[config.mk]
export PLATFORM = sky130hd
export DESIGN_NAME = ocmc_top
export DESIGN_NICKNAME = d
export VERILOG_FILES = /design/src/verilog/ocmc_pkg.sv /design/src/verilog/ocmc_chan_gate.sv /design/src/verilog/ocmc_top.sv
export VERILOG_INCLUDE_DIRS = /design/src /design/src/verilog
export SDC_FILE = /design/constraint.sdc
export NUM_CORES = 1
export LEC_CHECK = 0
export ABC_CLOCK_PERIOD_IN_PS = 1600
export BUFFER_PORTS_ARGS = -buffer_cell sky130_fd_sc_hd__buf_2
export CORE_MARGIN = 5
export CORE_UTILIZATION = 53
export DETAILED_ROUTE_END_ITERATION = 12
export GPL_TIMING_DRIVEN = 0
export PLACE_DENSITY = 0.81
export RECOVER_POWER = 25
export SLEW_MARGIN = 5
export SYNTH_ARGS = -nofsm -noshare
export SYNTH_HDL_FRONTEND = slang
export SYNTH_SLANG_ARGS = --single-unit
[constraint.sdc]
create_clock -name core_clk -period 1.6 [get_ports core_clk]
set_input_delay 0.16 -clock core_clk [delete_from_list [all_inputs] [get_ports core_clk]]
set_output_delay 0.16 -clock core_clk [all_outputs]
set_load 0.005 [all_outputs]
[src/verilog/ocmc_consts.svh]
`ifndef OCMC_CONSTS_SVH
`define OCMC_CONSTS_SVH

// register indices; byte address on the bus is four times the index
`define OCMC_IDX_LEVEL_LOW   6'h14
`define OCMC_IDX_LEVEL_UP    6'h15
`define OCMC_IDX_MUTE_EN     6'h16
`define OCMC_IDX_STATUS      6'h17
`define OCMC_IDX_P_STATE     6'h18
`define OCMC_IDX_N_STATE     6'h19
`define OCMC_IDX_HISTORY     6'h1A

// reset values
`define OCMC_MUTE_EN_RESET   8'hFF
`define OCMC_LEVEL_RESET     8'h55
`define OCMC_HISTORY_RESET   8'h00
`define OCMC_SRC_VALID_RESET 1'b0

// mute enable bit of each channel
`define OCMC_CH0_BIT         0
`define OCMC_CH1_BIT         1
`define OCMC_CH2_BIT         2
`define OCMC_CH3_BIT         3
`define OCMC_CH4_BIT         4
`define OCMC_CH5_BIT         5
`define OCMC_CH6_BIT         6
`define OCMC_CH7_BIT         7

// level fields: channel 4 (or 0) at [1:0] up to channel 7 (or 3) at [7:6]
`define OCMC_LVL_WIDTH       2
`define OCMC_NUM_CH          8
`define OCMC_CH_PER_REG      4

// status word layout
`define OCMC_STAT_SRC_BIT    8

`endif

[src/verilog/ocmc_pkg.sv]
package ocmc_pkg;

    // condition presented on one driver pin
    typedef enum logic [2:0] {
        OCMC_PIN_NORMAL = 3'h0,
        OCMC_PIN_LOW    = 3'h1,
        OCMC_PIN_HIGH   = 3'h2,
        OCMC_PIN_VCM    = 3'h3,
        OCMC_PIN_RAIL   = 3'h4
    } ocmc_pin_t;

    typedef enum logic [1:0] {
        OCMC_LVL_BYPASS = 2'h0,
        OCMC_LVL_PWRDN  = 2'h1,
        OCMC_LVL_FORCE  = 2'h2,
        OCMC_LVL_RAIL   = 2'h3
    } ocmc_level_t;

    typedef enum logic {
        OCMC_BUS_IDLE = 1'b0,
        OCMC_BUS_ACK  = 1'b1
    } ocmc_bus_st_t;

endpackage

[src/verilog/ocmc_chan_gate.sv]
`timescale 1ns/1ps
module ocmc_chan_gate (
    input  wire logic          core_clk,
    input  wire logic          reset_n,
    input  wire logic          auto_disable,
    input  wire logic          src_valid,
    input  wire logic [1:0]    level,
    input  wire logic          diff_mode,
    input  wire logic          div_edge,
    output ocmc_pkg::ocmc_pin_t p_state,
    output ocmc_pkg::ocmc_pin_t n_state,
    output logic               muted
);

    logic                muted_reg;
    logic                muted_next;
    ocmc_pkg::ocmc_pin_t p_reg;
    ocmc_pkg::ocmc_pin_t p_next;
    ocmc_pkg::ocmc_pin_t n_reg;
    ocmc_pkg::ocmc_pin_t n_next;
    logic [5:0]          pin_pair;

    // returns {p, n} pin conditions for a mute state, level and drive mode
    function automatic logic [5:0] pin_decode(
        input logic       is_muted,
        input logic [1:0] lvl,
        input logic       diff
    );
        ocmc_pkg::ocmc_pin_t p;
        ocmc_pkg::ocmc_pin_t n;
        p = ocmc_pkg::OCMC_PIN_NORMAL;
        n = ocmc_pkg::OCMC_PIN_NORMAL;
        if (is_muted && diff) begin
            case (ocmc_pkg::ocmc_level_t'(lvl))
                ocmc_pkg::OCMC_LVL_PWRDN: begin
                    p = ocmc_pkg::OCMC_PIN_VCM;
                    n = ocmc_pkg::OCMC_PIN_VCM;
                end
                ocmc_pkg::OCMC_LVL_FORCE: begin
                    p = ocmc_pkg::OCMC_PIN_HIGH;
                    n = ocmc_pkg::OCMC_PIN_LOW;
                end
                ocmc_pkg::OCMC_LVL_RAIL: begin
                    p = ocmc_pkg::OCMC_PIN_RAIL;
                    n = ocmc_pkg::OCMC_PIN_LOW;
                end
                default: begin
                    p = ocmc_pkg::OCMC_PIN_NORMAL;
                    n = ocmc_pkg::OCMC_PIN_NORMAL;
                end
            endcase
        end else if (is_muted) begin
            case (ocmc_pkg::ocmc_level_t'(lvl))
                ocmc_pkg::OCMC_LVL_PWRDN: begin
                    p = ocmc_pkg::OCMC_PIN_NORMAL;
                    n = ocmc_pkg::OCMC_PIN_LOW;
                end
                ocmc_pkg::OCMC_LVL_FORCE: begin
                    p = ocmc_pkg::OCMC_PIN_LOW;
                    n = ocmc_pkg::OCMC_PIN_NORMAL;
                end
                ocmc_pkg::OCMC_LVL_RAIL: begin
                    p = ocmc_pkg::OCMC_PIN_LOW;
                    n = ocmc_pkg::OCMC_PIN_LOW;
                end
                default: begin
                    p = ocmc_pkg::OCMC_PIN_NORMAL;
                    n = ocmc_pkg::OCMC_PIN_NORMAL;
                end
            endcase
        end
        return {p, n};
    endfunction

    // state moves only on the channel's own divided edge
    always_comb begin
        muted_next = muted_reg;
        p_next     = p_reg;
        n_next     = n_reg;
        pin_pair   = pin_decode(auto_disable & ~src_valid, level, diff_mode);
        if (div_edge) begin
            muted_next = auto_disable & ~src_valid;
            p_next     = ocmc_pkg::ocmc_pin_t'(pin_pair[5:3]);
            n_next     = ocmc_pkg::ocmc_pin_t'(pin_pair[2:0]);
        end
    end

    always_ff @(posedge core_clk or negedge reset_n) begin
        if (!reset_n) begin
            muted_reg <= 1'b0;
            p_reg     <= ocmc_pkg::OCMC_PIN_NORMAL;
            n_reg     <= ocmc_pkg::OCMC_PIN_NORMAL;
        end else begin
            muted_reg <= muted_next;
            p_reg     <= p_next;
            n_reg     <= n_next;
        end
    end

    assign muted   = muted_reg;
    assign p_state = p_reg;
    assign n_state = n_reg;

endmodule

[src/verilog/ocmc_top.sv]
// Summary of operation
// - differential muted channel 4 level: bypass, common-mode, high, rail/ground.
// - single-ended muted channel 4 level: bypass, N low, P low, both low.
// - level shapes the muted output only; enable bit and source-valid together decide muting.
// - channel 7 enable set mutes channel 7 while source invalid.
// - channel 6 enable set mutes channel 6 while source invalid.
// - channel 5 enable set mutes channel 5 while source invalid.
// - channel 4 enable set mutes channel 4 while source invalid.
// - channel 3 enable set mutes channel 3 while source invalid.
// - channel 2 enable set mutes channel 2 while source invalid.
// - channel 1 enable set mutes channel 1 while source invalid.
// - channel 0 enable set mutes channel 0 while source invalid.
//
// Added by the designer: the Avalon-MM register port.
`timescale 1ns/1ps
`include "ocmc_consts.svh"
module ocmc_top (
    input  wire logic        core_clk,
    input  wire logic        reset_n,
    input  wire logic [7:0]  avs_address,
    input  wire logic        avs_read,
    input  wire logic        avs_write,
    input  wire logic [31:0] avs_writedata,
    input  wire logic [3:0]  avs_byteenable,
    output logic      [31:0] avs_readdata,
    output logic             avs_waitrequest,
    input  wire logic        src_valid_in,
    input  wire logic [7:0]  chan_diff_mode,
    input  wire logic [7:0]  chan_div_edge,
    output logic      [7:0]  chan_muted,
    output logic      [23:0] chan_p_state,
    output logic      [23:0] chan_n_state
);

    // bus handshake state
    ocmc_pkg::ocmc_bus_st_t bus_st_reg;
    ocmc_pkg::ocmc_bus_st_t bus_st_next;
    logic                   wait_reg;
    logic                   wait_next;
    logic [31:0]            rdata_reg;
    logic [31:0]            rdata_next;

    // software registers
    logic [7:0]             mute_en_reg;
    logic [7:0]             mute_en_next;
    logic [7:0]             level_up_reg;
    logic [7:0]             level_up_next;
    logic [7:0]             level_low_reg;
    logic [7:0]             level_low_next;
    logic [7:0]             history_reg;
    logic [7:0]             history_next;

    // source-valid synchroniser
    logic                   src_meta_reg;
    logic                   src_meta_next;
    logic                   src_sync_reg;
    logic                   src_sync_next;

    // internal wires
    logic                   bus_req;
    logic                   wr_commit;
    logic [5:0]             wr_index;
    logic [31:0]            read_word;
    logic [7:0]             auto_dis;
    logic [15:0]            level_all;
    logic [7:0]             muted_w;
    ocmc_pkg::ocmc_pin_t    p_w [`OCMC_NUM_CH];
    ocmc_pkg::ocmc_pin_t    n_w [`OCMC_NUM_CH];
    logic [23:0]            p_flat;
    logic [23:0]            n_flat;

    // word index of a byte address; low two bits are ignored
    function automatic logic [5:0] reg_index(input logic [7:0] addr);
        return addr[7:2];
    endfunction

    // ------------------------------------------------------------------
    // source-valid crosses in from the reference detector
    always_comb begin
        src_meta_next = src_valid_in;
        src_sync_next = src_meta_reg;
    end

    always_ff @(posedge core_clk or negedge reset_n) begin
        if (!reset_n) begin
            src_meta_reg <= `OCMC_SRC_VALID_RESET;
            src_sync_reg <= `OCMC_SRC_VALID_RESET;
        end else begin
            src_meta_reg <= src_meta_next;
            src_sync_reg <= src_sync_next;
        end
    end

    // ------------------------------------------------------------------
    // Avalon slave: one wait cycle, then a single ack cycle
    assign bus_req   = avs_read | avs_write;
    assign wr_index  = reg_index(avs_address);
    assign wr_commit = (bus_st_reg == ocmc_pkg::OCMC_BUS_ACK) &
                       avs_write & avs_byteenable[0];

    always_comb begin
        read_word = 32'h0000_0000;
        case (reg_index(avs_address))
            `OCMC_IDX_MUTE_EN: begin
                read_word[7:0] = mute_en_reg;
            end
            `OCMC_IDX_LEVEL_UP: begin
                read_word[7:0] = level_up_reg;
            end
            `OCMC_IDX_LEVEL_LOW: begin
                read_word[7:0] = level_low_reg;
            end
            `OCMC_IDX_STATUS: begin
                read_word[7:0] = muted_w;
                read_word[`OCMC_STAT_SRC_BIT] = src_sync_reg;
            end
            `OCMC_IDX_P_STATE: begin
                read_word[23:0] = p_flat;
            end
            `OCMC_IDX_N_STATE: begin
                read_word[23:0] = n_flat;
            end
            `OCMC_IDX_HISTORY: begin
                read_word[7:0] = history_reg;
            end
            default: begin
                read_word = 32'h0000_0000;
            end
        endcase
    end

    always_comb begin
        bus_st_next = bus_st_reg;
        wait_next   = 1'b1;
        rdata_next  = rdata_reg;
        case (bus_st_reg)
            ocmc_pkg::OCMC_BUS_IDLE: begin
                if (bus_req) begin
                    bus_st_next = ocmc_pkg::OCMC_BUS_ACK;
                    wait_next   = 1'b0;
                    if (avs_read) begin
                        rdata_next = read_word;
                    end
                end
            end
            ocmc_pkg::OCMC_BUS_ACK: begin
                bus_st_next = ocmc_pkg::OCMC_BUS_IDLE;
                wait_next   = 1'b1;
            end
            default: begin
                bus_st_next = ocmc_pkg::OCMC_BUS_IDLE;
                wait_next   = 1'b1;
            end
        endcase
    end

    always_ff @(posedge core_clk or negedge reset_n) begin
        if (!reset_n) begin
            bus_st_reg <= ocmc_pkg::OCMC_BUS_IDLE;
            wait_reg   <= 1'b1;
            rdata_reg  <= 32'h0000_0000;
        end else begin
            bus_st_reg <= bus_st_next;
            wait_reg   <= wait_next;
            rdata_reg  <= rdata_next;
        end
    end

    // ------------------------------------------------------------------
    // register writes; muting in history wins over a clear
    always_comb begin
        mute_en_next   = mute_en_reg;
        level_up_next  = level_up_reg;
        level_low_next = level_low_reg;
        history_next   = history_reg;
        if (wr_commit) begin
            case (wr_index)
                `OCMC_IDX_MUTE_EN: begin
                    mute_en_next = avs_writedata[7:0];
                end
                `OCMC_IDX_LEVEL_UP: begin
                    level_up_next = avs_writedata[7:0];
                end
                `OCMC_IDX_LEVEL_LOW: begin
                    level_low_next = avs_writedata[7:0];
                end
                `OCMC_IDX_HISTORY: begin
                    history_next = history_reg & ~avs_writedata[7:0];
                end
                default: begin
                    mute_en_next = mute_en_reg;
                end
            endcase
        end
        history_next = history_next | muted_w;
    end

    always_ff @(posedge core_clk or negedge reset_n) begin
        if (!reset_n) begin
            mute_en_reg   <= `OCMC_MUTE_EN_RESET;
            level_up_reg  <= `OCMC_LEVEL_RESET;
            level_low_reg <= `OCMC_LEVEL_RESET;
            history_reg   <= `OCMC_HISTORY_RESET;
        end else begin
            mute_en_reg   <= mute_en_next;
            level_up_reg  <= level_up_next;
            level_low_reg <= level_low_next;
            history_reg   <= history_next;
        end
    end

    // ------------------------------------------------------------------
    // per-channel auto-disable enables
    assign auto_dis[7] = mute_en_reg[`OCMC_CH7_BIT];
    assign auto_dis[6] = mute_en_reg[`OCMC_CH6_BIT];
    assign auto_dis[5] = mute_en_reg[`OCMC_CH5_BIT];
    assign auto_dis[4] = mute_en_reg[`OCMC_CH4_BIT];
    assign auto_dis[3] = mute_en_reg[`OCMC_CH3_BIT];
    assign auto_dis[2] = mute_en_reg[`OCMC_CH2_BIT];
    assign auto_dis[1] = mute_en_reg[`OCMC_CH1_BIT];
    assign auto_dis[0] = mute_en_reg[`OCMC_CH0_BIT];

    // channels 0..3 from the low level word, 4..7 from the upper one
    assign level_all = {level_up_reg, level_low_reg};

    genvar ch;
    generate
        for (ch = 0; ch < `OCMC_NUM_CH; ch = ch + 1) begin : g_chan
            ocmc_chan_gate u_gate (
                .core_clk     (core_clk),
                .reset_n      (reset_n),
                .auto_disable (auto_dis[ch]),
                .src_valid    (src_sync_reg),
                .level        (level_all[ch*2 +: 2]),
                .diff_mode    (chan_diff_mode[ch]),
                .div_edge     (chan_div_edge[ch]),
                .p_state      (p_w[ch]),
                .n_state      (n_w[ch]),
                .muted        (muted_w[ch])
            );
            assign p_flat[ch*3 +: 3] = p_w[ch];
            assign n_flat[ch*3 +: 3] = n_w[ch];
        end
    endgenerate

    // ------------------------------------------------------------------
    // outputs, each straight from a flip-flop
    assign avs_readdata    = rdata_reg;
    assign avs_waitrequest = wait_reg;
    assign chan_muted      = muted_w;
    assign chan_p_state    = p_flat;
    assign chan_n_state    = n_flat;

endmodule

==> flow_summary.json, run 1 <==
{
  "outcome": "complete, no violations",
  "slew_headroom_pct": 54.7,
  "worst_ir_drop_vdd_uv": 573,
  "port_buffers": 108,
  "max_cap_violations": 0,
  "place_ws_ns": -0.242,
  "areaGrowthSynthToFinish_pct": 18.4,
  "worst_case_register_to_register_setup_slack_ns": 0.11,
  "number_of_global_route_vias_before_repair": 4520,
  "row_count": 37,
  "holdCritPathClass": "input pin to flip-flop",
  "cts_htree_levels": 3,
  "largest_net_degree_at_the_start_of_global_routing": 64,
  "asyncSetResetFlopFracSynth_pct": 100,
  "final.setup_skew_ns": 0.00882,
  "maxClockFrequency_mhz": 665,
  "grt_first_pass_wirelength_um": 23200,
  "timing.final.max_slew_violations": 0,
  "synth_seq_area_share_pct": 48.5,
  "finalHoldViolations": 0,
  "post_cts.repair.setup_buffers": 0,
  "clk-insertion-delay-late_ns": 0.37,
  "worst-endpoint-arrival_ns": 1.76,
  "timing_worst_slew_pin_value_ns": 0.675,
  "tritoncts_clock_tree": "yes",
  "synth_flop_cell": "sky130_fd_sc_hd__dfrtp_1",
  "timing.final.crit_share_pct": 93.9,
  "antenna_cells_inserted": 0,
  "tritoncts_num_sinks": 108,
  "regToRegEndpoint": "level_up_reg[5]$_DFFE_PN0P_",
  "hold_path_depth": 2,
  "routed_wirelength_um": 14000,
  "gr-usage-all-layers_pct": 22.2,
  "drive_above_1_share_pct": 30.8,
  "drt_drc_violations_left": 0,
  "setup.worst_path.start_class": "input pin",
  "clock_path_buffers": 2,
  "ys_types": 46,
  "antenna_found_initial": 0,
  "timing.critical_path.to_type": "flip-flop",
  "vias_per_cell": 5.47,
  "finalWorstSetupSlack_ns": 0.0968,
  "die_h_um": 113,
  "synth_enable_flop_cells": 0,
  "routability_congestion_estimate": 0.922,
  "detailed_place_hpwl_um": 10400,
  "crit_path_max_incr_delay_ns": 0.66,
  "route.detailed.wl_per_inst_um": 16.8,
  "overall_die_area_um2": 12700,
  "synth_seq_cells": 108,
  "drt-initial-drc-count": 366,
  "die_width_um": 113,
  "postSynthCellCount": 559,
  "yosysWarnings": 0,
  "crit-reg2reg-launch": "bus_st_reg$_DFF_PN0_",
  "start_util_pct": 54.4,
  "hold_ws_ns": 0.0469,
  "power.density_cell_area_nw_per_um2": 795,
  "global_route.overflow_total": 0,
  "min_period_ns": 1.50,
  "detail-route-antenna-nets": 0,
  "fin_nets": 793,
  "clk_pin_slew_worst_paths_ns": 0.10,
  "rsz0062_at_grt": "no",
  "ctsRootBufferMaster": "sky130_fd_sc_hd__clkbuf_8",
  "post_layout_nonfiller_instances": 837,
  "critical_path_class": "input pin to flip-flop",
  "mean_cell_area_of_the_mapped_netlist_um2": 10.0,
  "worstPathCellList": "buf_2 -> nand4bb_1 -> clkbuf_1 -> nor3_2 -> nand2_1 -> a21o_1",
  "floorplan.core_area_um2": 10300,
  "worst_hold_startpoint": "chan_div_edge[1]",
  "floorplan.io_pins": 154,
  "route.vias.total": 4582,
  "leakagePower_nw": 3.17,
  "cts_buffers": 9,
  "syn-cell-area_um2": 5610,
  "slowest_stage": "sky130_fd_sc_hd__nor3_2",
  "report.final.setup_viol": 0,
  "dp_cells": 819,
  "worst-r2r-cell-count": 4,
  "worstPathMaxFanout": 10,
  "critPathRequiredTime_ns": 1.86,
  "drt_first_pass_iters": 5,
  "timing.hold.worst_endpoint": "g_chan[1].u_gate.muted$_DFFE_PN0P_"
}
==> stage by stage <==
step	setup TNS [ns]	cell area, µm²	total power [mW]	util, %
final	0	6640	5.28	64.4
after CTS	0	6640	5.28	64.3
after global routing	0	6640	5.50	64.4
after detailed placement	-8.23	6410	3.65	62.1
after global placement	-81.88	6380	3.61	61.8
after floorplan	0	5670	3.38	-
==> report_power, final <==
group / leakage [nW] / total [mW] / switching [mW] / internal [mW]
Sequential: 1.43 / 3.00 / 0.114 / 2.88
Combinational: 1.65 / 0.626 / 0.348 / 0.278
Clock: 0.0948 / 1.66 / 0.955 / 0.701
Total: 3.17 / 5.28 / 1.42 / 3.86
==> routing by layer <==
layer | part of all wire [%] | GRT usage [%] | vias to the layer above | routed length, µm
met3 | 6.8 | 3.42 | 20 | 953
met1 | 42 | 29.4 | 2204 | 5940
met2 | 50 | 38.4 | 200 | 6950
li1 | - | - | 2158 | -
met4 | 1.4 | 5.69 | 0 | 191
met5 | 0 | 0 | - | 0
==> critical path: cells and delay by family <==
| kind | cells | cell delay (ns) |
|---|---|---|
| buf+inv | 2 | 0.42 |
| compound gates | 1 | 0.21 |
| simple gates | 3 | 0.98 |
==> how the worst max path moves through the flow <==
stage,startpoint,endpoint,slack (ns),depth (start not counted)
2_1_floorplan,avs_address[7],level_low_reg[1]$_DFFE_PN0P_,0.13,4
3_3_place_gp,reset_n,g_chan[7].u_gate.muted$_DFFE_PN0P_,-0.79,1
3_5_place_dp,bus_st_reg$_DFF_PN0_,avs_readdata[6]$_DFFE_PN0P_,-0.24,5
4_1_cts,bus_st_reg$_DFF_PN0_,avs_readdata[5]$_DFFE_PN0P_,0.03,5
5_1_grt,avs_address[2],history_reg[1]$_DFF_PN0_,0.03,6
6_report,avs_address[2],history_reg[0]$_DFF_PN0_,0.1,6
==> cell type report <==
class                           count  area [µm²]
Fill cell                         834        3680
Timing Repair Buffer              111         578
Multi-Input combinational cell    360        2450
Clock buffer                       12         165
Inverter                           58         218
Tap cell                          136         170
Clock inverter                      4        32.5
Sequential cell                   108        2720
Buffer                             48         309
==> placed cells by master (no fill, tap or decap), drive strengths merged, types with 2 or more instances in the layout <==
master       netlist  routed
dlygate4sd3        0       2
buf               31     130
dfrtp             91      91
a22o               5       5
nand2b             2       2
nand3             17      17
a32oi              3       3
or2                2       2
clkbuf            17      39
ha                32      32
a31oi              2       2
inv               58      58
a22oi             32      32
a221oi             5       5
nand2             80      80
a21o               8       8
clkinv             0       2
clkinvlp           0       2
dfstp             17      17
conb               1      16
nor2              13      13
o22ai             24      24
o21ai             41      41
nor3               9       9
a21oi              9       9
nor2b             10      10
o22a               8       8
mux2              32      32
==> cell families after synthesis <==
| group | synth area share [%] |
|---|---|
| other | 0.0668 |
| AO/OA/AOI/OAI | 16.3 |
| multiplexers | 6.60 |
| flip-flops | 48.5 |
| AND/OR/NAND/NOR | 12.2 |
| adder cells (fa/ha/maj) | 7.13 |
| buffers and inverters | 9.21 |
==> synth_stat cells (9+ instances only) <==
cell type                  number  area [µm²]
sky130_fd_sc_hd__clkbuf_1      17        63.8
sky130_fd_sc_hd__dfrtp_1       91        2280
sky130_fd_sc_hd__o21ai_1       11        55.1
sky130_fd_sc_hd__dfstp_2       17         447
sky130_fd_sc_hd__mux2_2        32         360
sky130_fd_sc_hd__nand3_1       17        85.1
sky130_fd_sc_hd__inv_1         58         218
sky130_fd_sc_hd__o22ai_1       24         150
sky130_fd_sc_hd__ha_1          32         400
sky130_fd_sc_hd__nand2_1       80         300
sky130_fd_sc_hd__o21ai_0       30         150
sky130_fd_sc_hd__a22oi_1       32         240
sky130_fd_sc_hd__a21oi_1        9        45.0
sky130_fd_sc_hd__nor2b_1       10        62.6
sky130_fd_sc_hd__nor2_1         9        33.8
sky130_fd_sc_hd__buf_4         26         195
==> timing repair <==
action	in CTS	in global routing
pin swaps	0	1
setup endpoints to repair	39	26
cloned	0	0
endpoints found under the hold margin	45	0
gates resized for setup	5	8
hold buffers	2	0
Note: power is estimated with default switching activity, not from simulation.
==> inputs of run 2 (changes only) <==
PLACE_DENSITY = 0.87   (was 0.81)
==> flow_summary.json, run 2 (synthesis gave the netlist of run 1 again) <==
{
  "timing_worst_slew_pin_value_ns": 0.952,
  "worst_ir_drop_vdd_uv": 615,
  "postLayoutCoreUtil_pct": 64.3,
  "post_dp_cell_area_um2": 6410,
  "tritoncts_clock_tree": "yes",
  "layout_commonest_cell": "sky130_fd_sc_hd__buf_2",
  "drt-initial-drc-count": 370,
  "critPathRequiredTime_ns": 1.86,
  "number_of_global_route_vias_before_repair": 4645,
  "holdCritPathClass": "input pin to flip-flop",
  "detail-route-antenna-nets": 0,
  "most_frequent_cells_in_the_layout": "94 x sky130_fd_sc_hd__buf_2, 91 x sky130_fd_sc_hd__dfrtp_1, 80 x sky130_fd_sc_hd__nand2_1",
  "route.vias.total": 4597,
  "gr-usage-all-layers_pct": 21.9,
  "report.final.setup_viol": 0,
  "antenna_found_initial": 0,
  "global_route.peak_usage_layer": "met2",
  "worst-endpoint-arrival_ns": 1.78,
  "timing.critical_path.to_type": "flip-flop",
  "maxClockFrequency_mhz": 661,
  "largest_net_degree_at_the_start_of_global_routing": 72,
  "ctsRootBufferMaster": "sky130_fd_sc_hd__clkbuf_8",
  "antenna_cells_inserted": 0,
  "areaGrowthSynthToFinish_pct": 18.3,
  "slew_headroom_pct": 36.5,
  "clock_path_buffers": 2,
  "n_fill_cell": 806,
  "port_buffers": 108,
  "tritoncts_num_sinks": 108,
  "finalHoldViolations": 0,
  "routability_congestion_estimate": 0.895,
  "global_route.overflow_total": 0,
  "critical_path_class": "flip-flop to flip-flop",
  "fin_nets": 793,
  "post_cts.repair.setup_buffers": 0,
  "cts_htree_levels": 3,
  "drt_drc_violations_left": 0,
  "routed_wirelength_um": 13900,
  "final.setup_skew_ns": 0.0166,
  "grt_use_met3_pct": 3.96,
  "row_count": 37,
  "overall_die_area_um2": 12700,
  "clk-insertion-delay-late_ns": 0.37,
  "start_util_pct": 54.4,
  "die_h_um": 113,
  "worstPathMaxFanout": 8,
  "timing.final.max_slew_violations": 0,
  "route.detailed.wl_per_inst_um": 16.6,
  "min_period_ns": 1.51,
  "detailed_place_hpwl_um": 10400,
  "max_cap_violations": 0,
  "fin_area_um2": 6640,
  "power.density_cell_area_nw_per_um2": 802,
  "vias_per_cell": 5.49,
  "leakagePower_nw": 3.15,
  "drive_above_1_share_pct": 30.1,
  "outcome": "complete, no violations",
  "floorplan.core_area_um2": 10300,
  "timing.final.crit_share_pct": 94.5,
  "worst_case_register_to_register_setup_slack_ns": 0.09,
  "grt_first_pass_wirelength_um": 22800,
  "cts_buffers": 9,
  "grt_use_met1_pct": 27.5,
  "drt_first_pass_iters": 5,
  "floorplan.io_pins": 154,
  "die_width_um": 113,
  "clk_pin_slew_worst_paths_ns": 0.10,
  "global_route.usage.met2_pct": 37.1,
  "setup.worst_path.start_class": "flip-flop"
}
[run 2: timing repair]
action                                 CTS  global route
setup endpoints to repair               40            17
pin swaps                                0             1
gates resized for setup                  6             6
endpoints found under the hold margin   37             0
hold buffers                             2             0
gates cloned                             0             0
[run 2: layout make-up]
class	count	area (µm²)	share of cell area, %
Tap cell	136	170	2.56
Sequential cell	108	2720	41.0
Clock inverter	7	80.1	1.21
Clock buffer	9	124	1.87
Multi-Input combinational cell	360	2450	36.9
Buffer	48	308	4.64
Inverter	58	218	3.28
Timing Repair Buffer	111	568	8.55
[run 2: path summary, 6_finish.rpt]
path,startpoint,cells after the start,endpoint
worst min register to register,src_meta_reg$_DFF_PN0_,0,src_sync_reg$_DFF_PN0_
max in group asynchronous,reset_n,3,auto_dis[1]$_DFFE_PN1P_
worst max register to register,bus_st_reg$_DFF_PN0_,4,avs_readdata[4]$_DFFE_PN0P_
min in group asynchronous,reset_n,2,avs_readdata[17]$_DFFE_PN0P_
worst min-delay path,chan_div_edge[1],2,g_chan[1].u_gate.muted$_DFFE_PN0P_
worst max-delay path,bus_st_reg$_DFF_PN0_,4,avs_readdata[4]$_DFFE_PN0P_
[run 2: layer usage]
| metal | vias to the layer above | part of all wire, % |
|---|---|---|
| met3 | 38 | 7.2 |
| met1 | 2187 | 40 |
| met4 | 0 | 2.9 |
| met5 | - | 0 |
| met2 | 209 | 50 |
| li1 | 2163 | - |
[run 2: report_power, final]
part           switching [mW]  leakage, nW  total, mW  internal (mW)
Sequential              0.114         1.43       3.00           2.88
Clock                   0.954        0.102       1.70          0.746
Combinational           0.350         1.62      0.626          0.276
Total                    1.42         3.15       5.32           3.91
[run 2: through the flow]
| step | power [mW] | hold WS (ns) | cells | worst slack (ns) | setup TNS [ns] |
|---|---|---|---|---|---|
| floorplan | 3.38 | -0.136 | 574 | 0.130 | 0 |
| global placement | 3.60 | 0.270 | 818 | -0.752 | -77.08 |
| detailed placement | 3.65 | 0.159 | 819 | -0.211 | -7.12 |
| CTS | 5.36 | 0.0427 | 837 | 0.0162 | 0 |
| global route | 5.56 | 0.0497 | 837 | -0.00310 | -0.00310 |
| finish | 5.32 | 0.0495 | 837 | 0.0880 | 0 |
[run 2: critical path, cell delays in order, from the launching register on]
cell,delay [ns]
sky130_fd_sc_hd__dfrtp_1,0.41
sky130_fd_sc_hd__nand2b_1,0.19
sky130_fd_sc_hd__nor3b_1,0.21
sky130_fd_sc_hd__o21ai_1,0.30
sky130_fd_sc_hd__a22oi_1,0.30
==> inputs of run 3 (changes only) <==
ABC_CLOCK_PERIOD_IN_PS = 1930   (was 1600)
CORE_UTILIZATION = 56   (was 53)
PLACE_DENSITY = 0.91   (was 0.87)
TNS_END_PERCENT = 100   (was not set)
clock period = 1.93 ns   (was 1.6 ns; I/O delays follow)
==> flow_summary.json, run 3 (synthesis gave the netlist of run 1 again) <==
{
  "outcome": "complete, no violations",
  "antenna_found_initial": 0,
  "detailed_place_hpwl_um": 10600,
  "totalNegativeSetupSlack_ns": 0,
  "register_area_um2": 2720,
  "clock_path_buffers": 2,
  "post_dp_cell_area_um2": 6410,
  "timing_worst_slew_pin_value_ns": 1.05,
  "min_period_ns": 1.78,
  "fin_area_um2": 6630,
  "post-layout-total-power_mw": 4.55,
  "power.density_cell_area_nw_per_um2": 686,
  "n_fill_cell": 760,
  "most_frequent_cells_in_the_layout": "93 x sky130_fd_sc_hd__buf_2, 91 x sky130_fd_sc_hd__dfrtp_1, 80 x sky130_fd_sc_hd__nand2_1",
  "leakagePower_nw": 3.14,
  "finalWorstSetupSlack_ns": 0.147,
  "overall_die_area_um2": 12100,
  "fin_nets": 793,
  "worstPathBufferInverterCount": 2,
  "slowest_stage": "sky130_fd_sc_hd__buf_1",
  "global_route.overflow_total": 0,
  "worst_case_register_to_register_setup_slack_ns": 0.15,
  "slew_headroom_pct": 29.9,
  "floorplan.core_area_um2": 9770,
  "final.setup_skew_ns": 0.00920,
  "start_util_pct": 57.4,
  "crit_path_max_incr_delay_ns": 0.48,
  "die_width_um": 110,
  "row_count": 36,
  "drt_first_pass_iters": 8,
  "die_h_um": 110,
  "tritoncts_num_sinks": 108,
  "report.final.setup_viol": 0,
  "holdCritPathClass": "input pin to flip-flop",
  "worstPathCellList": "nand2b_1 -> clkbuf_1 -> buf_1 -> nand2_1 -> o21ai_0",
  "ctsRootBufferMaster": "sky130_fd_sc_hd__clkbuf_8",
  "route.detailed.wl_per_inst_um": 17.0,
  "postLayoutCoreUtil_pct": 67.8,
  "rsz0062_at_grt": "no",
  "vias_per_cell": 5.57,
  "gr-usage-all-layers_pct": 24.2,
  "antenna_cells_inserted": 0,
  "routability_congestion_estimate": 0.896,
  "timing.critical_path.to_type": "flip-flop",
  "cts_buffers": 9,
  "routed_wirelength_um": 14200,
  "hold_ws_ns": 0.0737,
  "dp_cells": 816,
  "post_cts.repair.setup_buffers": 0,
  "critPathRequiredTime_ns": 2.22,
  "critical_path_class": "flip-flop to flip-flop",
  "drt-initial-drc-count": 378,
  "port_buffers": 108,
  "worstPathMaxFanout": 10,
  "grt_first_pass_wirelength_um": 22800,
  "number_of_global_route_vias_before_repair": 4608,
  "detail-route-antenna-nets": 0,
  "finalHoldViolations": 0,
  "maxClockFrequency_mhz": 561,
  "drt_drc_violations_left": 0,
  "place_ws_ns": 0.0578,
  "timing.final.crit_share_pct": 92.4,
  "clk-insertion-delay-late_ns": 0.38,
  "worst_ir_drop_vdd_uv": 414,
  "tritoncts_clock_tree": "yes",
  "multiInputGateArea_um2": 2430,
  "worst-endpoint-arrival_ns": 2.07,
  "route.vias.total": 4649,
  "cts_htree_levels": 3,
  "largest_net_degree_at_the_start_of_global_routing": 69,
  "floorplan.io_pins": 154,
  "clk_pin_slew_worst_paths_ns": 0.10,
  "drive_above_1_share_pct": 29.4,
  "post_layout_nonfiller_instances": 834,
  "cp_top_family": "buffers and inverters",
  "timing.final.max_slew_violations": 0,
  "setup.worst_path.start_class": "flip-flop",
  "areaGrowthSynthToFinish_pct": 18.1,
  "max_cap_violations": 0,
  "layout_commonest_cell": "sky130_fd_sc_hd__buf_2"
}
-- run 3: repair_timing --
| item | CTS | global route |
|---|---|---|
| endpoints found under the hold margin | 40 | 0 |
| setup endpoints to repair | 0 | 10 |
| hold buffers | 2 | 0 |
| resized for setup | 0 | 3 |
-- run 3: path summary, 6_finish.rpt --
kind,cells after the start,start,end
setup reg to reg,5,bus_st_reg$_DFF_PN0_,avs_readdata[8]$_DFFE_PN0P_
max in group asynchronous,3,reset_n,level_up_reg[2]$_DFFE_PN1P_
setup / recovery,5,bus_st_reg$_DFF_PN0_,avs_readdata[8]$_DFFE_PN0P_
hold reg to reg,0,src_meta_reg$_DFF_PN0_,src_sync_reg$_DFF_PN0_
hold / removal,2,chan_div_edge[5],g_chan[5].u_gate.muted$_DFFE_PN0P_
min in group asynchronous,2,reset_n,avs_readdata[16]$_DFFE_PN0P_
-- run 3: power by group --
| part | leakage (nW) | internal, mW | total [mW] | switching, mW |
|---|---|---|---|---|
| clock network | 0.113 | 0.767 | 1.54 | 0.777 |
| logic | 1.60 | 0.226 | 0.516 | 0.290 |
| registers | 1.43 | 2.39 | 2.49 | 0.0975 |
| total | 3.14 | 3.38 | 4.55 | 1.16 |
-- run 3: area by class of cell --
class	count	share of cell area (%)
clock inverter	6	1.30
inverter	58	3.28
buffer	48	4.53
tap	133	2.51
clock buffer	10	2.08
timing repair buffer	111	8.57
multi-input combinational	360	36.6
sequential	108	41.1
-- run 3: routing by layer --
layer | track usage (%) | part of all wire (%) | up-vias | routed length (µm)
met4 | 9.85 | 2.3 | 0 | 320
met3 | 3.67 | 7.7 | 29 | 1100
met2 | 42.7 | 51 | 216 | 7170
met5 | 0 | 0 | - | 0
met1 | 29.8 | 39 | 2246 | 5580
li1 | - | - | 2158 | -
